`src/rtl/sink_driver_consts.svh`:
```
`ifndef SINK_DRIVER_CONSTS_SVH
`define SINK_DRIVER_CONSTS_SVH

// ==========================================================================
// Structure
// ==========================================================================
`define SD_STAGES 8
`define SD_STAGE_RESET 1'b0

// ==========================================================================
// Timing
// ==========================================================================
`define SD_REF_CLK_MHZ 25
`define SD_SCLK_MAX_MHZ 10
`define SD_SCLK_MIN_PERIOD_NS 100
// Least serial clock period in reference cycles, rounded up.
`define SD_SCLK_MIN_CYCLES ((`SD_SCLK_MIN_PERIOD_NS * `SD_REF_CLK_MHZ + 999) / 1000)
// Each half period is rounded up again, so the full period never undercuts the limit.
`define SD_SCLK_HALF_CYCLES ((`SD_SCLK_MIN_CYCLES + 1) / 2)
`define SD_STROBE_CYCLES 2

`endif

```
`src/rtl/sink_driver_pkg.sv`:
```
package sink_driver_pkg;

    typedef enum logic [1:0]
    {
        HOST_IDLE,
        HOST_CLK_LOW,
        HOST_CLK_HIGH,
        HOST_STROBE
    } host_state_t;

    typedef logic [3:0] timer_t;

endpackage

```
`src/rtl/sink_link_if.sv`:
```
`timescale 1ns/1ps

interface sink_link_if;
    logic serialClk;
    logic serialIn;
    logic serialOut;
    logic latchTransparent;
    logic outputDisable;

    modport device
    (
        input serialClk,
        input serialIn,
        input latchTransparent,
        input outputDisable,
        output serialOut
    );

    modport host
    (
        output serialClk,
        output serialIn,
        output latchTransparent,
        output outputDisable,
        input serialOut
    );
endinterface

```
`src/rtl/sink_driver_host.sv`:
```
`timescale 1ns/1ps
`include "sink_driver_consts.svh"

// ==========================================================================
// Serial-in latched sink driver, host end
// ==========================================================================
module sink_driver_host #(
    parameter int WORD_BITS = `SD_STAGES,
    parameter int BUF_DEPTH = 2,
    parameter int HALF_CYCLES = `SD_SCLK_HALF_CYCLES,
    parameter int STROBE_CYCLES = `SD_STROBE_CYCLES,
    parameter bit LATCH_BYPASS = 1'b0
)
(
    // Clock and reset
    input wire logic ref_clk,
    input wire logic arst_n,
    // Words to send, most significant bit shifted first
    input wire logic [WORD_BITS-1:0] wordData,
    input wire logic wordValid,
    output logic wordReady,
    // Output control and status
    input wire logic disableReq,
    output logic busy,
    // Link to the device
    sink_link_if.host link
);
    localparam int PTR_W = (BUF_DEPTH > 1) ? $clog2(BUF_DEPTH) : 1;
    localparam int CNT_W = $clog2(WORD_BITS + 1);

    // ======================================================================
    // Word buffer
    // ======================================================================
    logic [WORD_BITS-1:0] bufMem_ff [BUF_DEPTH];
    logic [PTR_W-1:0] wrPtr_ff;
    logic [PTR_W-1:0] rdPtr_ff;
    logic [PTR_W:0] fill_ff;
    logic [PTR_W-1:0] nxt_wrPtr;
    logic [PTR_W-1:0] nxt_rdPtr;
    logic [PTR_W:0] nxt_fill;
    logic push;
    logic pop;
    logic bufValid;

    assign bufValid = (fill_ff != '0);
    assign push = wordValid & wordReady;

    always_comb
    begin
        nxt_wrPtr = wrPtr_ff;
        nxt_rdPtr = rdPtr_ff;
        nxt_fill = fill_ff;
        if (push)
        begin
            nxt_wrPtr = (wrPtr_ff == PTR_W'(BUF_DEPTH - 1)) ? '0 : wrPtr_ff + 1'b1;
        end
        if (pop)
        begin
            nxt_rdPtr = (rdPtr_ff == PTR_W'(BUF_DEPTH - 1)) ? '0 : rdPtr_ff + 1'b1;
        end
        if (push && !pop)
        begin
            nxt_fill = fill_ff + 1'b1;
        end
        else if (pop && !push)
        begin
            nxt_fill = fill_ff - 1'b1;
        end
    end

    always_ff @(posedge ref_clk or negedge arst_n)
    begin
        if (!arst_n)
        begin
            wrPtr_ff <= '0;
            rdPtr_ff <= '0;
            fill_ff <= '0;
            wordReady <= 1'b0;
            for (int i = 0; i < BUF_DEPTH; i++)
            begin
                bufMem_ff[i] <= '0;
            end
        end
        else
        begin
            wrPtr_ff <= nxt_wrPtr;
            rdPtr_ff <= nxt_rdPtr;
            fill_ff <= nxt_fill;
            // Ready is registered from the next fill, so the word that fills the
            // buffer drops it at the same edge and no word can be offered into a full one.
            wordReady <= (nxt_fill < (PTR_W + 1)'(BUF_DEPTH));
            if (push)
            begin
                bufMem_ff[wrPtr_ff] <= wordData;
            end
        end
    end

    // ======================================================================
    // Shift sequencer
    // ======================================================================
    sink_driver_pkg::host_state_t state_ff;
    sink_driver_pkg::host_state_t nxt_state;
    sink_driver_pkg::timer_t timer_ff;
    sink_driver_pkg::timer_t nxt_timer;
    logic [WORD_BITS-1:0] shift_ff;
    logic [WORD_BITS-1:0] nxt_shift;
    logic [CNT_W-1:0] bitCnt_ff;
    logic [CNT_W-1:0] nxt_bitCnt;
    logic sclk_ff;
    logic nxt_sclk;
    logic sdata_ff;
    logic nxt_sdata;
    logic strobe_ff;
    logic nxt_strobe;
    logic disable_ff;
    logic nxt_disable;
    logic busy_ff;
    logic nxt_busy;

    always_comb
    begin
        nxt_state = state_ff;
        nxt_timer = timer_ff;
        nxt_shift = shift_ff;
        nxt_bitCnt = bitCnt_ff;
        nxt_sclk = sclk_ff;
        nxt_sdata = sdata_ff;
        nxt_strobe = LATCH_BYPASS;
        pop = 1'b0;
        unique case (state_ff)
            sink_driver_pkg::HOST_IDLE:
            begin
                if (bufValid)
                begin
                    pop = 1'b1;
                    nxt_shift = bufMem_ff[rdPtr_ff];
                    nxt_sdata = bufMem_ff[rdPtr_ff][WORD_BITS-1];
                    nxt_bitCnt = '0;
                    nxt_timer = sink_driver_pkg::timer_t'(HALF_CYCLES - 1);
                    nxt_state = sink_driver_pkg::HOST_CLK_LOW;
                end
            end
            sink_driver_pkg::HOST_CLK_LOW:
            begin
                // Data has stood a full low half before the rising edge.
                if (timer_ff == '0)
                begin
                    nxt_sclk = 1'b1; // see RULE_04 see RULE_13
                    nxt_timer = sink_driver_pkg::timer_t'(HALF_CYCLES - 1);
                    nxt_state = sink_driver_pkg::HOST_CLK_HIGH;
                end
                else
                begin
                    nxt_timer = timer_ff - 1'b1;
                end
            end
            sink_driver_pkg::HOST_CLK_HIGH:
            begin
                if (timer_ff == '0)
                begin
                    nxt_sclk = 1'b0; // see RULE_13
                    nxt_timer = sink_driver_pkg::timer_t'(HALF_CYCLES - 1);
                    if (bitCnt_ff == CNT_W'(WORD_BITS - 1))
                    begin
                        nxt_timer = sink_driver_pkg::timer_t'(STROBE_CYCLES - 1);
                        nxt_strobe = 1'b1;
                        nxt_state = sink_driver_pkg::HOST_STROBE;
                    end
                    else
                    begin
                        nxt_shift = {shift_ff[WORD_BITS-2:0], 1'b0};
                        nxt_sdata = shift_ff[WORD_BITS-2]; // see RULE_12
                        nxt_bitCnt = bitCnt_ff + 1'b1;
                        nxt_state = sink_driver_pkg::HOST_CLK_LOW;
                    end
                end
                else
                begin
                    nxt_timer = timer_ff - 1'b1;
                end
            end
            sink_driver_pkg::HOST_STROBE:
            begin
                nxt_strobe = 1'b1;
                if (timer_ff == '0)
                begin
                    nxt_strobe = LATCH_BYPASS;
                    nxt_state = sink_driver_pkg::HOST_IDLE;
                end
                else
                begin
                    nxt_timer = timer_ff - 1'b1;
                end
            end
        endcase
        nxt_busy = (nxt_state != sink_driver_pkg::HOST_IDLE);
        // With the latches bypassed the sinks would show every shift step.
        nxt_disable = disableReq | (LATCH_BYPASS & nxt_busy); // see RULE_07
    end

    always_ff @(posedge ref_clk or negedge arst_n)
    begin
        if (!arst_n)
        begin
            state_ff <= sink_driver_pkg::HOST_IDLE;
            timer_ff <= '0;
            shift_ff <= '0;
            bitCnt_ff <= '0;
            sclk_ff <= 1'b0;
            sdata_ff <= 1'b0;
            strobe_ff <= 1'b0;
            disable_ff <= 1'b0;
            busy_ff <= 1'b0;
        end
        else
        begin
            state_ff <= nxt_state;
            timer_ff <= nxt_timer;
            shift_ff <= nxt_shift;
            bitCnt_ff <= nxt_bitCnt;
            sclk_ff <= nxt_sclk;
            sdata_ff <= nxt_sdata;
            strobe_ff <= nxt_strobe;
            disable_ff <= nxt_disable;
            busy_ff <= nxt_busy;
        end
    end

    assign link.serialClk = sclk_ff;
    assign link.serialIn = sdata_ff;
    assign link.latchTransparent = strobe_ff;
    assign link.outputDisable = disable_ff;
    assign busy = busy_ff;
endmodule

```
`src/flat_wrapper.sv`:
```
// flat-port wrapper written by rule: the top's interface ports become plain ports
module sink_driver_host_flat 
#(
    parameter int WORD_BITS = `SD_STAGES,
    parameter int BUF_DEPTH = 2,
    parameter int HALF_CYCLES = `SD_SCLK_HALF_CYCLES,
    parameter int STROBE_CYCLES = `SD_STROBE_CYCLES,
    parameter bit LATCH_BYPASS = 1'b0
)
  (ref_clk, arst_n, wordData, wordValid, wordReady, disableReq, busy, link_serialClk, link_serialIn, link_latchTransparent, link_outputDisable, link_serialOut);
  sink_link_if link_i ();
  input wire logic ref_clk;
  input wire logic arst_n;
  input wire logic [WORD_BITS-1:0] wordData;
  input wire logic wordValid;
  output logic wordReady;
  input wire logic disableReq;
  output logic busy;
  output wire logic [$bits(link_i.serialClk)-1:0] link_serialClk;
  output wire logic [$bits(link_i.serialIn)-1:0] link_serialIn;
  output wire logic [$bits(link_i.latchTransparent)-1:0] link_latchTransparent;
  output wire logic [$bits(link_i.outputDisable)-1:0] link_outputDisable;
  input wire logic [$bits(link_i.serialOut)-1:0] link_serialOut;
  assign link_serialClk = link_i.serialClk;
  assign link_serialIn = link_i.serialIn;
  assign link_latchTransparent = link_i.latchTransparent;
  assign link_outputDisable = link_i.outputDisable;
  assign link_i.serialOut = link_serialOut;
  sink_driver_host #(.WORD_BITS(WORD_BITS), .BUF_DEPTH(BUF_DEPTH), .HALF_CYCLES(HALF_CYCLES), .STROBE_CYCLES(STROBE_CYCLES), .LATCH_BYPASS(LATCH_BYPASS)) u_core (.ref_clk(ref_clk), .arst_n(arst_n), .wordData(wordData), .wordValid(wordValid), .wordReady(wordReady), .disableReq(disableReq), .busy(busy), .link(link_i));
endmodule
```
`config.mk`:
```
export PLATFORM = sky130hd
export DESIGN_NAME = sink_driver_host_flat
export DESIGN_NICKNAME = d
export VERILOG_FILES = /design/src/rtl/sink_driver_pkg.sv /design/src/rtl/sink_link_if.sv /design/src/rtl/sink_driver_host.sv /design/src/flat_wrapper.sv
export VERILOG_INCLUDE_DIRS = /design/src /design/src/rtl
export SDC_FILE = /design/constraint.sdc
export NUM_CORES = 1
export LEC_CHECK = 0
export ABC_AREA = 1
export BUFFER_PORTS_ARGS = -buffer_cell sky130_fd_sc_hd__buf_2
export CAP_MARGIN = 15
export CORE_MARGIN = 10
export CORE_UTILIZATION = 39
export DETAILED_ROUTE_END_ITERATION = 16
export RECOVER_POWER = 100
export SLEW_MARGIN = 20
export SYNTH_ARGS = -nofsm -noshare
export SYNTH_HDL_FRONTEND = slang
export SYNTH_SLANG_ARGS = --single-unit
```
`constraint.sdc`:
```
create_clock -name ref_clk -period 3.49 [get_ports ref_clk]
set_input_delay 0.349 -clock ref_clk [delete_from_list [all_inputs] [get_ports ref_clk]]
set_output_delay 0.349 -clock ref_clk [all_outputs]
set_load 0.005 [all_outputs]
```
======== Word level (Yosys, flattened, before mapping) ========
Index checks and enable logic that the tools add are counted.
storage, ports and cells
  input port bits ......................... 13
  bits in registers ....................... 43
  word-level logic and storage cells ...... 93
operators by class
  equality and inequality tests ........... 9
  bitwise operators ....................... 3
  muxes and demuxes ....................... 41
  add/sub/neg operators ................... 6
  magnitude comparators ................... 4
  reductions and logical operators ........ 15
operator list
  cell                   number
  $mux W8                4
  $mux W4                6
  $mux W7                3
  $bwmux W16             1
  $mux W2                7
  $pmux W7 S2            1
  $mux W1                12
  $pmux W4 S3            1
  $demux W8 S1           1
  $pmux W2 S4            1
  $pmux W4 S2            1
  $reduce_bool A2 Y1     4
  $ne A2 B1 Y1 const B   3
  $pmux W1 S2            3
  $add A4 B1 Y4 const B  1
  $eq A2 B2 Y1 const B   2
  $eq A4 B3 Y1 const B   1
  $ge A2 B2 Y1 const B   2
  $logic_not A4 Y1       1
  $ne A2 B2 Y1 const B   2
  $not A1 Y2             2
  $reduce_and A4 Y1      1
  $sub A4 B1 Y4 const B  1
  $logic_and A1 B1 Y1    3
  12 further kinds       14

======== Depth between registers and ports, before layout ========
  word-level depth ........................ 7
  gate-level depth with buffers ........... 10

======== Least setup slack after synthesis ========
OpenSTA, ideal clock, no wires.
  path kind ............................... reg2reg
  from .................................... reg u_core.state_ff[1]
  to ...................................... reg u_core.fill_ff[1]
  setup time .............................. 123 ps
  path buffers ............................ 0
  required time ........................... 3367 ps
  cell stages (with the launch flop) ...... 11
  arrival ................................. 1443 ps
  clock period less this slack ............ 1566 ps
  setup slack ............................. 1924 ps
  cell sequence ........................... dfrtp_1 -> inv_1 -> ha_1 -> inv_2 -> nor2_1 -> inv_1 -> ha_1 -> inv_1 -> nand2_1 -> o21ai_0 -> inv_1
between the ends
  word-level cells in the longest chain between the ends .. 5
ends and longest elaborated chain
  item                                                     line                                            RTL
  start, declared                                          sink_driver_host.sv:102                         sink_driver_pkg::host_state_t state_ff;
  start signal, assigned                                   sink_driver_host.sv:206                         state_ff <= sink_driver_pkg::HOST_IDLE;
  start signal, assigned                                   sink_driver_host.sv:218                         state_ff <= nxt_state;
  $logic_not A2 Y1 (*)                                     sink_driver_host.sv:131                         unique case (state_ff)
  $mux W1 (*)                                              sink_driver_host.sv:131
  named net u_core.pop                                     sink_driver_host.sv:42                          logic pop;
  $logic_and A1 B1 Y1 or $logic_not A1 Y1 (tied branches)  sink_driver_host.sv:65, sink_driver_host.sv:61
  $mux W2 or $logic_and A1 B1 Y1 (tied branches)           sink_driver_host.sv:65, sink_driver_host.sv:61
  $mux W2 (*)                                              sink_driver_host.sv:61                          if (push && !pop)
  named net u_core.nxt_fill[1]                             sink_driver_host.sv:40                          logic [PTR_W:0] nxt_fill;
  end signal, assigned                                     sink_driver_host.sv:88                          fill_ff <= nxt_fill;
  end, declared                                            sink_driver_host.sv:37                          logic [PTR_W:0] fill_ff;
Mark *: on every way through the listed nets, which the timed path passes. The rest lies on a longest branch.
A chain may end at the register's enable or synchronous reset.

======== Worst setup path in the final report ========
  from .................................... reg u_core.state_ff[0]
  to ...................................... reg u_core.bitCnt_ff[1]
between the ends
  word-level cells in the longest chain between the ends .. 3
ends and longest elaborated chain
  item                                              line                     RTL
  $eq A2 B2 Y1 or $logic_not A2 Y1 (tied branches)  sink_driver_host.sv:131
  $ne A2 B1 Y1 (no line) (tied with other cells)    -
  $reduce_and A4 Y1 (no line)                       -
  end signal, assigned                              sink_driver_host.sv:221  bitCnt_ff <= nxt_bitCnt;
  end, declared                                     sink_driver_host.sv:108  logic [CNT_W-1:0] bitCnt_ff;
Several ways; a longest one is shown, not always the timed one.

==> qor_table.md <==
| Stage | Item | Value |
| --- | --- | --- |
| status | Violations in the final reports | capacitance limit, slew limit |
| power and ir drop | Final Total Pwr | 2.18 mW |
| synth | Flops & latches, synth | 43 |
| detailed routing | Total iterations of the first detailed-routing run | 4 |
| die | Die height | 94.9 um |
| global routing | Global-route usage over all layers | 9.88% |
| status | Status | finished, violations left |
| clock network | Post-CTS setup-driven buffer insertion count | 0 |
| power and ir drop | Gate power share | 43.7% |
| placement | Port Buffer Count | 17 |
| cells and area | Fill cell total of the finished layout | 591 |
| synth | Synthesized instance count | 260 |
| timing | Min Tclk post-route | 2.39 ns |
| detailed routing | Violation count after the first detailed-route iteration | 36 |
| timing | Relative slew margins | -49.9% |
| critical path | Biggest cell delay along the critical path | 0.61 ns |
| cells and area | Share of final-layout standard cells stronger than drive strength 1 | 10.8% |
| global routing | GRT overflow | 0 |
| synth | Largest cells by area after synthesis | sky130_fd_sc_hd__dfrtp_1 (49%), sky130_fd_sc_hd__nand2_1 (13%), sky130_fd_sc_hd__ha_1 (6.3%) |
| timing | Worst-Margin Slew | 2.25 ns |
| detailed routing | Vias after detailed routing | 1592 |
| detailed routing | Avg Vias per Cell | 4.55 |
| hold path | Hold Crit Class | in -> reg |
| power and ir drop | Clk network pwr share | 18.6% |
| die | Rows | 27 |
| job | MaxCap Viol Count | 1 |
| critical path | Required time at the worst-slack endpoint | 3.68 ns |
| synth | Synth warnings | 0 |
| critical path | Dominant delay contributor by cell family on the critical path | buffers and inverters |
| clock network | PostCTS Resize Cnt | 0 |
| critical path | Highest-delay cell along the critical path | sky130_fd_sc_hd__clkinvlp_2 |
| timing | Max Freq | 0.418 GHz |
| critical path | Arr. time, crit path | 2.58 ns |
| clock network | Clock tree from TritonCTS | yes |
| detailed routing | DRC | 0 |
| global routing | Global-route wire length before repair | 7260 um |
| cells and area | Number of antenna diodes | 0 |
| critical path | Kind of capture point of the worst setup path | register |
| global routing | Pin count of the biggest net entering global routing | 44 |
| clock network | Number of levels the H-tree was split into | 2 |
| timing | Ratio of final minimum period to clock period | 68.5% |
| synth | Cell taking the most area after synthesis | sky130_fd_sc_hd__dfrtp_1 |
| die | Core area | 5470 um2 |
| synth | Post-synthesis sequential area ratio | 49.1% |
| timing | Setup TNS after final layout | 0 ns |
| die | Die outline area | 9010 um2 |
| synth | Cell Area, Synth | 2190 um2 |
| critical path | Worst path cell trace | inv_1, ha_1, clkinvlp_2, nand2_4, nand2_1, nor2_4, nand2_4, nand2_1, o21ai_2 |
| die | Initial core utilization | 40.0% |
| power and ir drop | Sequential fraction of design power | 37.7% |
| detailed routing | Post-detailed-route count of antenna-violating nets | 0 |
| timing | Setup repair after global routing missed its margin | false |
| die | Number of top-level pins | 19 |
| power and ir drop | Total leakage power | 1.24 nW |
| timing | Pins over their slew limit | 44 |
| clock network | Clock-pin slew on the worst setup and hold paths | 0.09 ns |
| critical path | Highest net fanout along the worst path | 22 |
| timing | Final-report setup violation count | 0 |
| placement | HPWL after detailed placement | 2830 um |
| power and ir drop | Peak supply drop | 316 uV |
| die | Width of the die | 94.9 um |
| synth | Net count after synthesis | 284 |
| power and ir drop | Net switching power | 0.909 mW |
| cells and area | Final net count | 301 |
| cells and area | Synthesis-to-finish area growth | 9.31% |
| detailed routing | Average detailed-routed wire length per instance | 11.3 um |
| critical path | Class of the most critical setup path | reg -> reg |
| synth | Syn_area_per_cell | 8.42 um2 |
| synth | Area share of the largest cell type after synthesis | 49.1% |
| cells and area | Share of the core filled with cells in the final layout | 43.7% |
| clock network | Cts bufs inserted | 5 |
| placement | Placer's final routability congestion estimate | 0.818 |
| power and ir drop | Cell Int Power | 1.28 mW |
| clock network | Number of buffers added to fix hold violations after cts | 0 |
| critical path | Type of origin of the critical path | register |
| power and ir drop | Total power density per cell area | 912 nW/um2 |
| global routing | Number of global-route vias before repair | 1658 |
| clock network | CTS Buffer Depth | 2 |
| synth | Unique cell type count in the Yosys netlist | 24 |
| detailed routing | Routed wire length | 3970 um |
| clock network | Clock sink total | 43 |
| timing | Final hold vios | 0 |
| clock network | Clock Tree Root | sky130_fd_sc_hd__clkbuf_8 |
| global routing | Antenna violations before repair | 0 |
| clock network | Source-to-sink clock delay at the later pin of the worst-skew pair | 0.30 ns |
| power and ir drop | Sw frac | 41.6% |
| timing | Skew final | 0.00679 ns |
| critical path | Buffering stage count on the worst path with inverters included | 2 |
cells in the mapped netlist (all sizes together):
| cell | n |
|---|---|
| xor2 | 2 |
| nor3 | 1 |
| o21ai | 42 |
| or2 | 2 |
| inv | 33 |
| nor2 | 13 |
| dfrtp | 43 |
| buf | 4 |
| o22ai | 1 |
| ha | 11 |
| a21oi | 2 |
| nand3 | 18 |
| nand2 | 85 |
| clkbuf | 3 |
layout by cell type, fill, tap and decap left out, drive strengths merged, types with 2 or more instances in the layout:
| master | n |
|---|---|
| xor2 | 2 |
| clkbuf | 13 |
| or2 | 2 |
| nor2 | 13 |
| dfrtp | 43 |
| nand3 | 18 |
| ha | 11 |
| buf | 10 |
| inv | 32 |
| nand2 | 85 |
| a21oi | 2 |
| o21ai | 42 |
metal layers:
| layer | part of all wire [%] | track usage, % | vias to the layer above |
|---|---|---|---|
| met2 | 45 | 16.2 | 25 |
| li1 | - | - | 850 |
| met3 | 5.4 | 3.17 | 6 |
| met4 | 1.5 | 3.87 | 0 |
| met1 | 48 | 11.8 | 711 |
| met5 | 0 | 0 | - |
logic make-up after synthesis:
logic type                 after synthesis  share of synthesized area, %
xor gates and xnor gates                 2                         0.800
buffers and inverters                   40                          7.77
DFF                                     43                          49.1
AOI/OAI and AO/OA                       45                          11.9
adders and majority gates               11                          6.29
and+or+nand+nor                        119                          24.1
sequential cells by signal, indices dropped and copies added, names as in the netlist:
signal and cells:
u_core.wordReady 1, u_core.state_ff 2, u_core.link.serialIn 1, u_core.link.serialClk 1, u_core.rdPtr_ff 1, u_core.fill_ff 2, u_core.link.outputDisable 1, u_core.bufMem_ff 16
u_core.busy 1, u_core.wrPtr_ff 1, u_core.shift_ff 7, u_core.link.latchTransparent 1, u_core.timer_ff 4, u_core.bitCnt_ff 4
path summary, 6_finish.rpt:
path                                                      from                                   to  slack [ns]  cells past startpoint
worst max-delay path              u_core.state_ff[0]$_DFF_PN0_      u_core.bitCnt_ff[1]$_DFFE_PN0P_        1.10                      9
worst min-delay path                                disableReq  u_core.link.outputDisable$_DFF_PN0_        0.15                      1
worst max register to register    u_core.state_ff[0]$_DFF_PN0_      u_core.bitCnt_ff[1]$_DFFE_PN0P_        1.10                      9
worst min register to register  u_core.shift_ff[5]$_DFFE_PN0P_       u_core.shift_ff[5]$_DFFE_PN0P_        0.48                      2
max in group asynchronous                               arst_n    u_core.link.serialClk$_DFFE_PN0P_        1.50                      1
min in group asynchronous                               arst_n  u_core.link.outputDisable$_DFF_PN0_        0.72                      1
metrics by stage:
step	hold WS, ns	cells	setup slack [ns]	area, um2
finish	0.154	350	1.10	2390
global route	0.144	350	0.803	2390
CTS	0.141	350	1.63	2440
detailed placement	0.460	342	1.64	2320
global placement	0.460	342	1.65	2320
floorplan	0.0534	260	1.92	2190
power by group through the flow:
stage	combinational (mW)	clock, mW	sequential (mW)
2_1_floorplan	0.912	0	0.792
3_3_place_gp	1.03	0	0.825
3_5_place_dp	1.06	0	0.833
4_1_cts	1.06	0.421	0.826
5_1_grt	1.14	0.438	0.849
6_report	0.954	0.407	0.823
final cells by class:
class	instances	area (um2)	area share, %
clock inverter	2	35.0	1.46
tap	72	90.1	3.76
sequential	43	1080	45.0
timing repair buffer	17	76.3	3.19
multi-input combinational	177	908	38.0
clock buffer	6	82.6	3.45
inverter	33	125	5.23
Note: power is estimated with default switching activity, not from simulation.
